$ cat src/hw/count_gate_pkg.sv
// Purpose: Constants shared by the scaler count, gate and reset control.
// Assumes: A single 250 MHz system clock.
// Notes:   Times are kept in their own unit; cycle counts derive from them.
package count_gate_pkg;

  // ------------------------------------------------------------------
  // Clock and timing
  // ------------------------------------------------------------------
  localparam int unsigned CLOCK_MHZ        = 250;   // System clock rate
  localparam int unsigned RESET_WINDOW_MS  = 50;    // Nominal one-shot width
  localparam int unsigned RESET_MIN_MS     = 25;    // Shortest acceptable width
  // Nominal time, exact product: 50 ms at 250 MHz
  localparam int unsigned RESET_WINDOW_CYC = RESET_WINDOW_MS * CLOCK_MHZ * 1000;
  localparam int unsigned RESET_CNT_W      = 24;    // Holds 12,500,000

  // ------------------------------------------------------------------
  // Divider select encodings
  // ------------------------------------------------------------------
  localparam logic [1:0] DIV_BY_1 = 2'h0;           // Straight through
  localparam logic [1:0] DIV_BY_2 = 2'h1;           // Second stage only
  localparam logic [1:0] DIV_BY_4 = 2'h2;           // Both stages

  // ------------------------------------------------------------------
  // Decade count and interrupt layout
  // ------------------------------------------------------------------
  localparam int unsigned DECADES     = 7;          // Interrogation inputs
  localparam int unsigned DECADE_SEL_W = 3;         // Decade select width
  localparam int unsigned INT_W       = 4;          // Event bits
  localparam int unsigned EV_PRESET   = 0;          // Preset pulse seen
  localparam int unsigned EV_STOPPED  = 1;          // Entered stop
  localparam int unsigned EV_CLEAR    = 2;          // Counter clear issued
  localparam int unsigned EV_STROBE   = 3;          // Printer strobe issued
  localparam logic [INT_W-1:0] INT_RESET = 4'h0;    // Status and mask reset

  // ------------------------------------------------------------------
  // Register map (word offsets as byte addresses)
  // ------------------------------------------------------------------
  localparam int unsigned ADDR_W     = 4;
  localparam logic [ADDR_W-1:0] REG_CONTROL = 4'h0; // Switches and commands
  localparam logic [ADDR_W-1:0] REG_STATUS  = 4'h4; // Run state, stage bits
  localparam logic [ADDR_W-1:0] REG_INT_ST  = 4'h8; // Sticky events, W1C
  localparam logic [ADDR_W-1:0] REG_INT_MSK = 4'hC; // Event mask
  // Control fields
  localparam int unsigned CTL_DIV_LO  = 0;          // Divider select [1:0]
  localparam int unsigned CTL_DIV_HI  = 1;
  localparam int unsigned CTL_DEC_LO  = 2;          // Decade select [4:2]
  localparam int unsigned CTL_DEC_HI  = 4;
  localparam int unsigned CTL_STOPSW  = 5;          // Stop-on-preset switch
  localparam int unsigned CTL_START   = 8;          // Write 1: start pulse
  localparam int unsigned CTL_STOP    = 9;          // Write 1: stop pulse
  localparam int unsigned CTL_RESET   = 10;         // Write 1: reset request
  localparam logic [5:0] CTL_RESET_VAL = 6'h00;     // Ratio 1, decade 0, open
  // Status fields
  localparam int unsigned ST_RUN      = 0;          // Run state
  localparam int unsigned ST_WINDOW   = 1;          // Reset window active
  localparam int unsigned ST_STAGE1   = 2;          // First stage bit
  localparam int unsigned ST_STAGE2   = 3;          // Second stage bit

endpackage

$ cat src/hw/count_gate_reset_control.sv
// Purpose: Prescaler, start-stop gate, reset one-shot and printer strobe.
// Assumes: Pulse inputs come from outside the clock domain.
// Notes:   One clock, synchronous active-high reset, global clock enable.
//
// Decided for this implementation: the register addresses and strobed register access.
`timescale 1ns/10ps
`default_nettype none

// ------------------------------------------------------------------
// Two-flop synchroniser with rising-edge strobe
// ------------------------------------------------------------------
module pulse_sync_edge (
  // Clocking
  input  wire logic clock,
  input  wire logic srst,
  input  wire logic clk_en,
  // Pulse
  input  wire logic async_in,
  output logic      rise
);
  logic meta_r;   // First flop, read only by sync_r
  logic sync_r;   // Settled level
  logic last_r;   // Previous settled level
  // Idle level is low, so no false edge after reset

  // Sync chain and history
  always_ff @(posedge clock) begin
    if (srst) begin
      meta_r <= 1'b0;
      sync_r <= 1'b0;
      last_r <= 1'b0;
    end else if (clk_en) begin
      meta_r <= async_in;
      sync_r <= meta_r;
      last_r <= sync_r;
    end
  end

  // One-cycle strobe on a settled rising edge
  assign rise = clk_en & sync_r & ~last_r;
endmodule

// ------------------------------------------------------------------
// Divide-by-two stage
// ------------------------------------------------------------------
module div2_stage (
  // Clocking
  input  wire logic clock,
  input  wire logic srst,
  input  wire logic clk_en,
  // Counter clear
  input  wire logic clear,
  // Pulses
  input  wire logic in_pulse,
  output logic      out_pulse,
  output logic      state
);
  logic half_r;   // Toggle state

  // Toggle on each pulse, back to zero on clear
  always_ff @(posedge clock) begin
    if (srst || (clk_en && clear)) begin
      half_r <= 1'b0;
    end else if (clk_en && in_pulse) begin
      half_r <= ~half_r;
    end
  end

  // Carry out on the second pulse of each pair
  assign out_pulse = clk_en & in_pulse & half_r;
  assign state     = half_r;
endmodule

// ------------------------------------------------------------------
// Top level
// ------------------------------------------------------------------
module count_gate_reset_control #(
  // Window length in cycles; a bench may shorten it
  parameter int unsigned WINDOW_CYC = count_gate_pkg::RESET_WINDOW_CYC
) (
  // Clock and reset
  input  wire logic                    clock,
  input  wire logic                    srst,
  input  wire logic                    clk_en,
  // Register port
  input  wire logic [3:0]              reg_addr,
  input  wire logic [31:0]             reg_wdata,
  input  wire logic                    reg_write,
  input  wire logic                    reg_read,
  output logic [31:0]                  reg_rdata,
  // Decade chain outputs
  input  wire logic [7:0]              decade_out,
  input  wire logic [6:0]              interrogate_in,
  // External control pulses
  input  wire logic                    start_input_socket,
  input  wire logic                    stop_input_socket,
  input  wire logic                    reset_input_socket_a,
  input  wire logic                    reset_input_socket_b,
  // Outputs to the rest of the scaler
  output logic                         preset_count_output,
  output logic                         input_inhibit,
  output logic                         counter_clear_a,
  output logic                         counter_clear_b,
  output logic                         printer_strobe,
  output logic                         irq
);

  // ------------------------------------------------------------------
  // Registers
  // ------------------------------------------------------------------
  logic [1:0]                    divider_select_switch; // Ratio select
  logic [2:0]                    decade_select_switch;  // Chosen decade
  logic                          stop_on_preset_switch; // Closed = stop
  logic [5:0]                    ctl_r;                 // Control bits
  logic [count_gate_pkg::INT_W-1:0] int_st_r;           // Sticky events
  logic [count_gate_pkg::INT_W-1:0] int_msk_r;          // Enables
  logic [31:0]                   rdata_r;               // Read data
  logic                          start_stop_state;      // 1 = running
  logic                          window_r;              // One-shot active
  logic [count_gate_pkg::RESET_CNT_W-1:0] win_cnt_r;    // Window counter
  logic                          clear_r;               // Clear pulse
  logic                          preset_r;              // Gated preset out
  logic                          strobe_r;              // Printer strobe

  // Field slices of the stored control word
  assign divider_select_switch = ctl_r[count_gate_pkg::CTL_DIV_HI:count_gate_pkg::CTL_DIV_LO];
  assign decade_select_switch  = ctl_r[count_gate_pkg::CTL_DEC_HI:count_gate_pkg::CTL_DEC_LO];
  assign stop_on_preset_switch = ctl_r[count_gate_pkg::CTL_STOPSW];

  // ------------------------------------------------------------------
  // Input synchronisers
  // ------------------------------------------------------------------
  logic       start_rise;  // Start pulse
  logic       stop_rise;   // Stop pulse
  logic       rst_a_rise;  // Reset socket a
  logic       rst_b_rise;  // Reset socket b
  logic [7:0] dec_rise;    // Decade output pulses
  logic [6:0] int_rise;    // Interrogation pulses
  // Two cycles from pin to strobe per chain
  // Pulses need one low cycle to stay apart

  pulse_sync_edge u_start (.clock(clock), .srst(srst), .clk_en(clk_en),
    .async_in(start_input_socket), .rise(start_rise));
  pulse_sync_edge u_stop (.clock(clock), .srst(srst), .clk_en(clk_en),
    .async_in(stop_input_socket), .rise(stop_rise));
  pulse_sync_edge u_rsta (.clock(clock), .srst(srst), .clk_en(clk_en),
    .async_in(reset_input_socket_a), .rise(rst_a_rise));
  pulse_sync_edge u_rstb (.clock(clock), .srst(srst), .clk_en(clk_en),
    .async_in(reset_input_socket_b), .rise(rst_b_rise));

  // Every decade and interrogation line gets its own chain
  genvar gi;
  generate
    for (gi = 0; gi < 8; gi++) begin : g_dec
      pulse_sync_edge u_dec (.clock(clock), .srst(srst), .clk_en(clk_en),
        .async_in(decade_out[gi]), .rise(dec_rise[gi]));
    end
    for (gi = 0; gi < count_gate_pkg::DECADES; gi++) begin : g_int
      pulse_sync_edge u_int (.clock(clock), .srst(srst), .clk_en(clk_en),
        .async_in(interrogate_in[gi]), .rise(int_rise[gi]));
    end
  endgenerate

  // ------------------------------------------------------------------
  // Register decode
  // ------------------------------------------------------------------
  wire wr_ctl    = clk_en & reg_write & (reg_addr == count_gate_pkg::REG_CONTROL);
  wire wr_int_st = clk_en & reg_write & (reg_addr == count_gate_pkg::REG_INT_ST);
  wire wr_msk    = clk_en & reg_write & (reg_addr == count_gate_pkg::REG_INT_MSK);
  // Status and unmapped writes are dropped
  // Command bits are one-cycle pulses on a control write
  wire sw_start  = wr_ctl & reg_wdata[count_gate_pkg::CTL_START];
  wire sw_stop   = wr_ctl & reg_wdata[count_gate_pkg::CTL_STOP];
  wire sw_reset  = wr_ctl & reg_wdata[count_gate_pkg::CTL_RESET];

  // ------------------------------------------------------------------
  // Prescaler
  // ------------------------------------------------------------------
  // Synchronised edge detection works far beyond 40 kc/s at 250 MHz
  wire sel_pulse = dec_rise[decade_select_switch];
  wire by4       = divider_select_switch == count_gate_pkg::DIV_BY_4;
  wire by2       = divider_select_switch == count_gate_pkg::DIV_BY_2;
  logic stage1_out;  // First stage carry
  logic stage2_out;  // Second stage carry
  logic stage1_bit;  // First stage state
  logic stage2_bit;  // Second stage state
  // Stage bits show in status for diagnosis

  // Only the ratio-four path feeds the first stage
  div2_stage u_stage1 (.clock(clock), .srst(srst), .clk_en(clk_en),
    .clear(clear_r), .in_pulse(sel_pulse & by4),
    .out_pulse(stage1_out), .state(stage1_bit));
  // Second stage takes the first stage's carry or the decade directly
  div2_stage u_stage2 (.clock(clock), .srst(srst), .clk_en(clk_en),
    .clear(clear_r), .in_pulse(by4 ? stage1_out : (sel_pulse & by2)),
    .out_pulse(stage2_out), .state(stage2_bit));

  // Ratio one bypasses both stages
  wire preset_pulse = (by4 | by2) ? stage2_out : sel_pulse;

  // ------------------------------------------------------------------
  // Start-stop gate
  // ------------------------------------------------------------------
  wire reset_req    = rst_a_rise | rst_b_rise | sw_reset;
  wire win_start    = clk_en & reset_req & ~window_r;
  wire win_end      = clk_en & window_r &
    (win_cnt_r == count_gate_pkg::RESET_CNT_W'(WINDOW_CYC - 1));
  wire preset_stop  = preset_pulse & stop_on_preset_switch;
  wire go_stop      = stop_rise | sw_stop | preset_stop | win_start;
  wire go_run       = start_rise | sw_start;
  // Gate only open while running, never during the window
  wire gate_open    = start_stop_state & ~window_r & ~stop_on_preset_switch;

  // Stop wins over a simultaneous start: stopping is the safe side
  // A start in the window is kept; gate stays shut
  always_ff @(posedge clock) begin
    if (srst) begin
      start_stop_state <= 1'b0;
    end else if (clk_en) begin
      if (go_stop) begin
        start_stop_state <= 1'b0;
      end else if (go_run) begin
        start_stop_state <= 1'b1;
      end
    end
  end

  assign input_inhibit = ~start_stop_state;

  // Preset output and printer strobe, both registered
  always_ff @(posedge clock) begin
    if (srst) begin
      preset_r <= 1'b0;
      strobe_r <= 1'b0;
    end else if (clk_en) begin
      preset_r <= preset_pulse & gate_open;
      strobe_r <= |int_rise;
    end
  end

  assign preset_count_output = preset_r;
  // Each decade has its own one-way chain, so nothing flows back
  assign printer_strobe      = strobe_r;

  // ------------------------------------------------------------------
  // Reset one-shot
  // ------------------------------------------------------------------
  // Retriggers during the window are ignored, like the monostable
  // Count 0 to WINDOW_CYC-1, then clear next cycle
  // Window length is exactly WINDOW_CYC cycles
  always_ff @(posedge clock) begin
    if (srst) begin
      window_r  <= 1'b0;
      win_cnt_r <= '0;
      clear_r   <= 1'b0;
    end else if (clk_en) begin
      clear_r <= win_end;
      if (win_start) begin
        window_r  <= 1'b1;
        win_cnt_r <= '0;
      end else if (win_end) begin
        window_r  <= 1'b0;
      end else if (window_r) begin
        win_cnt_r <= win_cnt_r + 1'b1;
      end
    end
  end

  assign counter_clear_a = clear_r;
  assign counter_clear_b = clear_r;

  // ------------------------------------------------------------------
  // Control, interrupt and read registers
  // ------------------------------------------------------------------
  // Events: preset pre-gate, stop, clear, strobe
  wire [count_gate_pkg::INT_W-1:0] ev = {strobe_r, clear_r,
    go_stop & start_stop_state, preset_pulse};

  // Set wins over a write-one clear
  always_ff @(posedge clock) begin
    if (srst) begin
      ctl_r     <= count_gate_pkg::CTL_RESET_VAL;
      int_st_r  <= count_gate_pkg::INT_RESET;
      int_msk_r <= count_gate_pkg::INT_RESET;
    end else if (clk_en) begin
      if (wr_ctl) begin
        ctl_r <= reg_wdata[5:0];
      end
      if (wr_msk) begin
        int_msk_r <= reg_wdata[count_gate_pkg::INT_W-1:0];
      end
      int_st_r <= (int_st_r & ~({count_gate_pkg::INT_W{wr_int_st}} &
        reg_wdata[count_gate_pkg::INT_W-1:0])) | ev;
    end
  end

  // Read mux; unmapped addresses read zero
  // Command bits are write-only, read zero
  logic [31:0] rd_mux;
  always_comb begin
    rd_mux = 32'h0000_0000;
    case (reg_addr)
      count_gate_pkg::REG_CONTROL: rd_mux = {26'h0, ctl_r};
      count_gate_pkg::REG_STATUS:  rd_mux = {28'h0, stage2_bit, stage1_bit,
                                             window_r, start_stop_state};
      count_gate_pkg::REG_INT_ST:  rd_mux = {28'h0, int_st_r};
      count_gate_pkg::REG_INT_MSK: rd_mux = {28'h0, int_msk_r};
      default:                     rd_mux = 32'h0000_0000;
    endcase
  end

  // Read data stands only in the cycle after the strobe
  always_ff @(posedge clock) begin
    if (srst) begin
      rdata_r <= 32'h0000_0000;
    end else if (clk_en) begin
      rdata_r <= reg_read ? rd_mux : 32'h0000_0000;
    end
  end

  assign reg_rdata = rdata_r;
  assign irq       = |(int_st_r & int_msk_r);

endmodule
`default_nettype wire

$ cat config.mk
export PLATFORM = sky130hd
export DESIGN_NAME = count_gate_reset_control
export DESIGN_NICKNAME = d
export VERILOG_FILES = /design/src/hw/count_gate_pkg.sv /design/src/hw/count_gate_reset_control.sv
export SDC_FILE = /design/constraint.sdc
export NUM_CORES = 1
export LEC_CHECK = 0
export ABC_AREA = 1
export BUFFER_PORTS_ARGS = -buffer_cell sky130_fd_sc_hd__buf_2
export CAP_MARGIN = 10
export CORE_UTILIZATION = 30
export DETAILED_ROUTE_END_ITERATION = 6
export GPL_TIMING_DRIVEN = 0
export PLACE_DENSITY = 0.49
export SLEW_MARGIN = 15
export SYNTH_ARGS = -nofsm -noshare
export SYNTH_HDL_FRONTEND = slang
export SYNTH_HIERARCHICAL = 1
export SYNTH_SLANG_ARGS = --single-unit
$ cat constraint.sdc
create_clock -name clock -period 1.8 [get_ports clock]
set_input_delay 0.18 -clock clock [delete_from_list [all_inputs] [get_ports clock]]
set_output_delay 0.18 -clock clock [all_outputs]
set_load 0.03 [all_outputs]
### Word-level counts from Yosys, hierarchy flattened

Index checks and enable logic that the tools add are counted.

| cells by class | value |
|---|---|
| add/subtract/negate cells | 1 |
| magnitude comparators | 1 |
| reductions and logical operators | 15 |
| mux-type cells | 13 |
| bitwise operators | 96 |
| equality and inequality tests | 7 |

Operator list:

| cell | count |
|---|---|
| two-way mux 24 bit | 3 |
| AND 1 bit | 60 |
| two-way mux 32 bit | 1 |
| adder 24 x 1 -> 24 bit (second input constant) | 1 |
| equality test 24 bit (second input constant) | 1 |
| NOT 1 bit | 24 |
| case mux 6 bit (4 select lines) | 1 |
| AND 4 bit | 3 |
| equality test 4 bit (second input constant) | 2 |
| AND reduction 2 bit | 4 |
| two-way mux 1 bit | 7 |
| bitwise OR 1 bit | 7 |
| OR reduction 7 bit | 1 |
| nonzero test 2 bit | 3 |
| equality test 4 x 3 -> 1 bit (second input constant) | 1 |
| logical NOT 4 bit | 1 |
| less-than comparator 3 x 4 -> 1 bit (second input constant) | 1 |
| NOT 4 bit | 1 |
| bitwise OR 4 bit | 1 |
| OR reduction 4 bit | 1 |
| binary-select mux 1 bit (select 3 bit) | 1 |
| logical AND 1 bit | 3 |
| AND reduction 3 bit | 1 |
| equality test 2 x 1 -> 1 bit (second input constant) | 1 |
| other kinds (3) | 3 |

| word-level totals | value |
|---|---|
| logic and storage cells | 202 |
| output and inout bits | 38 |
| bits in registers | 134 |

### Longest topological paths before layout

| logic depth | value |
|---|---|
| depth in word-level cells | 16 |
| gate-level depth with buffers | 19 |
| depth with buffers taken out | 19 |

### Hierarchy

Netlist, hierarchy kept.

Modules (own cells, without submodules):

| module | area an instance (um2) | cells an instance | instances |
|---|---|---|---|
| count_gate_reset_control | 3114.2 | 489 | 1 |
| pulse_sync_edge | 112.6 | 15 | 19 |
| div2_stage | 61.3 | 11 | 2 |

### Worst setup path before layout

Ideal clock, no wire load.

| timing | value |
|---|---|
| path type | reg-to-reg |
| start point | register ctl_r[2] |
| end point | register int_st_r[1] (netlist name) |
| setup time | 134 ps |
| stages on the path, launching flop included | 18 |
| clock period less this slack | 1808 ps |
| buffers on the path | 0 |
| arrival | 1675 ps |
| path slack | -8 ps |
| path through | dfxtp_1 inv_1 nand2_1 nand3_1 nand3_1 nand2_1 nor2_1 nand3_1 inv_1 nand2_1 o21ai_0 nand3_1 inv_1 or2_2 nand3_1 nand2_1 nand2_1 a21oi_1 |

| on the way | value |
|---|---|
| cells in the longest elaborated chain, start to end | 14 |
| elaborated cells between the ends (all ways) | 15 |
| classes of those cells | 4 x mux; 11 x bitwise |

RTL lines:

| item | RTL line | RTL |
|---|---|---|
| start: declaration | count_gate_reset_control.sv:114 | `logic [5:0] ctl_r;` |
| start signal: assignment | count_gate_reset_control.sv:282 | `ctl_r <= count_gate_pkg::CTL_RESET_VAL;` |
| start signal: assignment | count_gate_reset_control.sv:287 | `ctl_r <= reg_wdata[5:0];` |
| binary-select mux 1 bit (select 3 bit) | count_gate_reset_control.sv:180 | `wire sel_pulse = dec_rise[decade_select_switch];` |
| two-way mux 1 bit (not written as such) | count_gate_reset_control.sv:180 |  |
| AND 1 bit | count_gate_reset_control.sv:191 | `.clear(clear_r), .in_pulse(sel_pulse & by4),` |
| AND 1 bit (2 in series) | count_gate_reset_control.sv:70 | `assign out_pulse = clk_en & in_pulse & half_r;` |
| net stage1_out | count_gate_reset_control.sv:183 | `logic stage1_out;` |
| two-way mux 1 bit | count_gate_reset_control.sv:195 | `.clear(clear_r), .in_pulse(by4 ? stage1_out : (sel_pulse & by2)),` |
| AND 1 bit (2 in series) | count_gate_reset_control.sv:70 |  |
| net stage2_out | count_gate_reset_control.sv:184 | `logic stage2_out;` |
| two-way mux 1 bit | count_gate_reset_control.sv:199 | `wire preset_pulse = (by4 \| by2) ? stage2_out : sel_pulse;` |
| AND 1 bit | count_gate_reset_control.sv:208 | `wire preset_stop = preset_pulse & stop_on_preset_switch;` |
| bitwise OR 1 bit (2 in series) | count_gate_reset_control.sv:209 | `wire go_stop = stop_rise \| sw_stop \| preset_stop \| win_start;` |
| AND 1 bit | count_gate_reset_control.sv:277 | `go_stop & start_stop_state, preset_pulse};` |
| bitwise OR 4 bit | count_gate_reset_control.sv:293 | `reg_wdata[count_gate_pkg::INT_W-1:0])) \| ev;` |
| end signal: assignment | count_gate_reset_control.sv:283 | `int_st_r <= count_gate_pkg::INT_RESET;` |
| end signal: assignment | count_gate_reset_control.sv:292 | `int_st_r <= (int_st_r & ~({count_gate_pkg::INT_W{wr_int_st}} &` |
| end: declaration | count_gate_reset_control.sv:115 | `logic [count_gate_pkg::INT_W-1:0] int_st_r;` |

The timed path passes the listed nets, and every way through them passes these cells. The select of a mux whose other input is x is not followed.
A chain may end at the register's enable or synchronous reset.

### Worst setup path in the final report

| timing | value |
|---|---|
| start point | register g_dec[2].u_dec.sync_r |
| end point | register u_stage1.half_r, in the netlist u_stage1/state |

| on the way | value |
|---|---|
| cells in the longest elaborated chain, start to end | 6 |

RTL lines:

| item | RTL line | RTL |
|---|---|---|
| start: declaration | count_gate_reset_control.sv:22 | `logic sync_r;` |
| start signal: assignment | count_gate_reset_control.sv:34 | `sync_r <= meta_r;` |
| AND 1 bit (2 in series) | count_gate_reset_control.sv:40 | `assign rise = clk_en & sync_r & ~last_r;` |
| net dec_rise[2] | count_gate_reset_control.sv:137 | `logic [7:0] dec_rise;` |
| binary-select mux 1 bit (select 3 bit) | count_gate_reset_control.sv:180 |  |
| two-way mux 1 bit (not written as such) | count_gate_reset_control.sv:180 |  |
| AND 1 bit | count_gate_reset_control.sv:191 |  |
| logical AND 1 bit | count_gate_reset_control.sv:64 | `end else if (clk_en && in_pulse) begin` |
| end signal: assignment | count_gate_reset_control.sv:65 | `half_r <= ~half_r;` |
| end: declaration | count_gate_reset_control.sv:58 | `logic half_r;` |

The timed path passes the listed nets, and every way through them passes these cells. The select of a mux whose other input is x is not followed.

==> results.cfg <==
[status]
status = finished, violations left
violations = negative setup slack

[sta]
layout_setup_ws_ns = -0.182
max_freq_mhz = 505
clock_skew_ns = 0.00890
max_slew_margin_pct = 57.0
fin_crit_ns = 1.98
fin_hold_ws_ns = 0.0403
grt_setup_unrepaired = true
setup_viol = 6
slew_violations = 0
max_slew.worst_pin.slew_ns = 0.645
final_hold_viol_count = 0
post-route-period-util_pct = 110

[global_routing]
grt_overflow = 0
antenna_found_initial = 0
grt_usage_pct = 15.2
first_global_vias = 4428
grt_start_max_net_pins = 87
grt_pass1_wl_um = 21900

[floorplanning]
start_util_pct = 30.9
row_count = 48
pin_count = 98
design.die.area_um2 = 18500
fp.dieH_um = 136
core_um2 = 17400
die_w_um = 136

[yosys]
synth_fa_ha_area_share_pct = 0.698
synthXorXnorAreaFrac_pct = 0.815
yosysUniqueCellTypes = 38
synth_top_family_by_area = simple AND/OR/NAND/NOR gates
yosysWarnings = 6
syn_inst = 796
seq_area_frac_synth_pct = 40.2
synthSimpleGateAreaFrac_pct = 32.1
muxShareOfSynthArea_pct = 0
synth_compound_area_share_pct = 14.0
synth_seq_cells = 108
postSynthAreaPerCell_um2 = 6.75
syn-cell-area_um2 = 5380

[routing]
wl_per_cell_um = 11.8
wl_um = 13400
via_per_inst = 4.39
route.detailed.drc = 0
num_vias = 4986
drt_iter0_markers = 308
dr.pass1.iters = 5
antenna_left = 0

[layout]
area_delta_synth_final_pct = 24.3
layout.nets = 970
drive_above_1_share_pct = 23.4
antennaDiodeCount = 0

[setup_path]
path_class = reg2reg
worstPathArrival_ns = 2.24
crit_path_max_incr_delay_ns = 0.34
crit_buf_inv = 7
setup.worst_path.start_class = flip-flop
crit_top_cell = buf_4
critPathMaxFanout = 3
cpLargestDelayFamily = buffers and inverters
cp-end-kind = flip-flop
path_cells = nand2_2 > nor2_1 > inv_1 > nand2_1 > nand3_2 > nand3_2 > nand2_4 > nor2_4 > nand3_2 > buf_4 > buf_4 > buf_4 > buf_4 > buf_6 > buf_6 > nand2_2 > nor2_2
cp.required_ns = 2.06
slowest_stage = dfxtp_2

[job]
drv_cap = 0

[clocking]
clkSlewWorstSetupHoldPaths_ns = 0.08
clock_tree.htree_level_count = 3
cts_inserted_buffers = 9
cts_max_path_buffers = 2
clock_sinks = 108
cts_hold_repair.buffers = 0
cts_tree = yes
clkLatencyLatePin_ns = 0.36
cts_root_buf = clkbuf_16

[power_and_ir_drop]
power.density_nw_per_um2 = 754
ir_drop_v = 0.000408
power.leakage_nw = 2.84

[hold_path]
hold_class = in2reg

[placed_design]
hpwlAfterDp_um = 9380
portBuffers = 48
gp_congestion = 0.794
pre_cts_ws_ns = -0.957
[kinds of logic (layout without fill, tap and decap cells)]
kind of cell / Yosys count / in the layout
flip-flops: 108 / 108
AO/OA/AOI/OAI: 128 / 128
buffers and inverters: 138 / 229
adder cells (fa/ha/maj): 3 / 3
other: 1 / 26
AND/OR/NAND/NOR: 413 / 413
XOR/XNOR: 5 / 5
[cells in the final DEF (no fill, tap or decap), types with 4 or more instances in the layout]
cell         n
nand2_1    171
nor2_1     138
dfxtp_1     98
inv_1       93
o21ai_0     51
buf_4       51
buf_2       47
a21oi_1     42
nand3_1     40
conb_1      26
a21oi_2     20
nand2_2     16
nor2_2      14
nand3_2      9
clkbuf_16    9
dfxtp_2      9
buf_6        7
clkbuf_1     6
nand4_1      5
nor3_1       5
inv_2        4
xor2_1       4
o22ai_1      4
a22o_1       4
[metal layers]
layer / GRT usage, % / share of wire, % / vias to the layer above / wire, um
met5: 0 / 0 / - / 0
met4: 4.38 / 1.1 / 0 / 147
met3: 2.95 / 3.9 / 9 / 518
met2: 23.7 / 44 / 81 / 5840
met1: 21.2 / 52 / 2211 / 6910
li1: - / - / 2685 / -
[layout make-up]
type | count | area (um^2)
fillers | 1889 | 10700
multi-input cells | 575 | 2810
flip-flops and latches | 108 | 2180
repair buffers | 75 | 472
inverters | 101 | 387
well taps | 225 | 282
plain buffers | 37 | 272
clock buffers | 10 | 229
clock inverters | 6 | 53.8
[report_power, final]
| part | switching, mW | internal (mW) |
|---|---|---|
| combinational | 0.371 | 0.197 |
| sequential | 0.0452 | 2.47 |
| clock | 0.979 | 0.971 |
[registers in the layout (all words and copies together), names as in the netlist, 6 cells and up]
register and cells:
win_cnt_r 24, g_dec.u_dec/last_r 8, g_dec.u_dec/meta_r 8, g_dec.u_dec/sync_r 8, g_int.u_int/last_r 7, g_int.u_int/meta_r 7
g_int.u_int/sync_r 7, ctl_r 6, reg_rdata 6
[worst paths after layout]
kind                                         endpoint  slack [ns]             startpoint  cells past startpoint
worst min-delay path            g_int[6].u_int/meta_r        0.04      interrogate_in[6]                      3
worst max-delay path                   u_stage1/state       -0.18  g_dec[2].u_dec/sync_r                     17
worst min register to register           reg_rdata[1]        0.46           reg_rdata[1]                      2
worst max register to register         u_stage1/state       -0.18  g_dec[2].u_dec/sync_r                     17
[worst register-to-register path: stages (launching register included)]
cell and delay [ns]:
dfxtp_2 0.34, nand2_2 0.06, nor2_1 0.09, inv_1 0.05
nand2_1 0.07, nand3_2 0.07, nand3_2 0.09, nand2_4 0.07
nor2_4 0.10, nand3_2 0.11, buf_4 0.16, buf_4 0.12
buf_4 0.12, buf_4 0.13, buf_6 0.10, buf_6 0.10
nand2_2 0.05, nor2_2 0.03
[Yosys cell counts, drive strengths merged]
library cell  instances  area, um^2
xor2                  4        35.0
nor3                  6        35.0
nor2                154         601
clkinv                2        8.75
a21oi                62         382
o21bai                3        33.8
o21ai                54         270
buf                  32         246
conb                  1        3.75
a22o                  4        35.0
clkbuf                5        18.8
nor3b                 1        7.51
nand4                 6        52.6
nand3                51         268
nor4                  2        12.5
xnor2                 1        8.76
nand2               190         733
or2                   3        18.8
inv                  99         374
dfxtp               108        2160
ha                    3        37.5
o22ai                 4        25.0
o21a                  1        7.51
[stage by stage]
| stage | instances | utilization, % | power [mW] | setup TNS, ns | area, um^2 |
|---|---|---|---|---|---|
| 3_5_place_dp | 1094 | 34.4 | 3.11 | -18.91 | 5990 |
| 6_report | 1137 | 38.4 | 5.04 | -0.721 | 6680 |
| 2_1_floorplan | 821 | - | 2.93 | 0 | 5470 |
| 3_3_place_gp | 1094 | 34.4 | 3.11 | -38.69 | 5990 |
| 4_1_cts | 1124 | 37.2 | 5.08 | -0.732 | 6470 |
| 5_1_grt | 1137 | 38.4 | 5.29 | -1.57 | 6680 |
[repair_timing]
item	CTS	global route
resized for setup	33	33
pin swaps	17	18
endpoints found under the setup margin	29	33
buffers inserted	15	13
(Power assumes the default switching activity.)
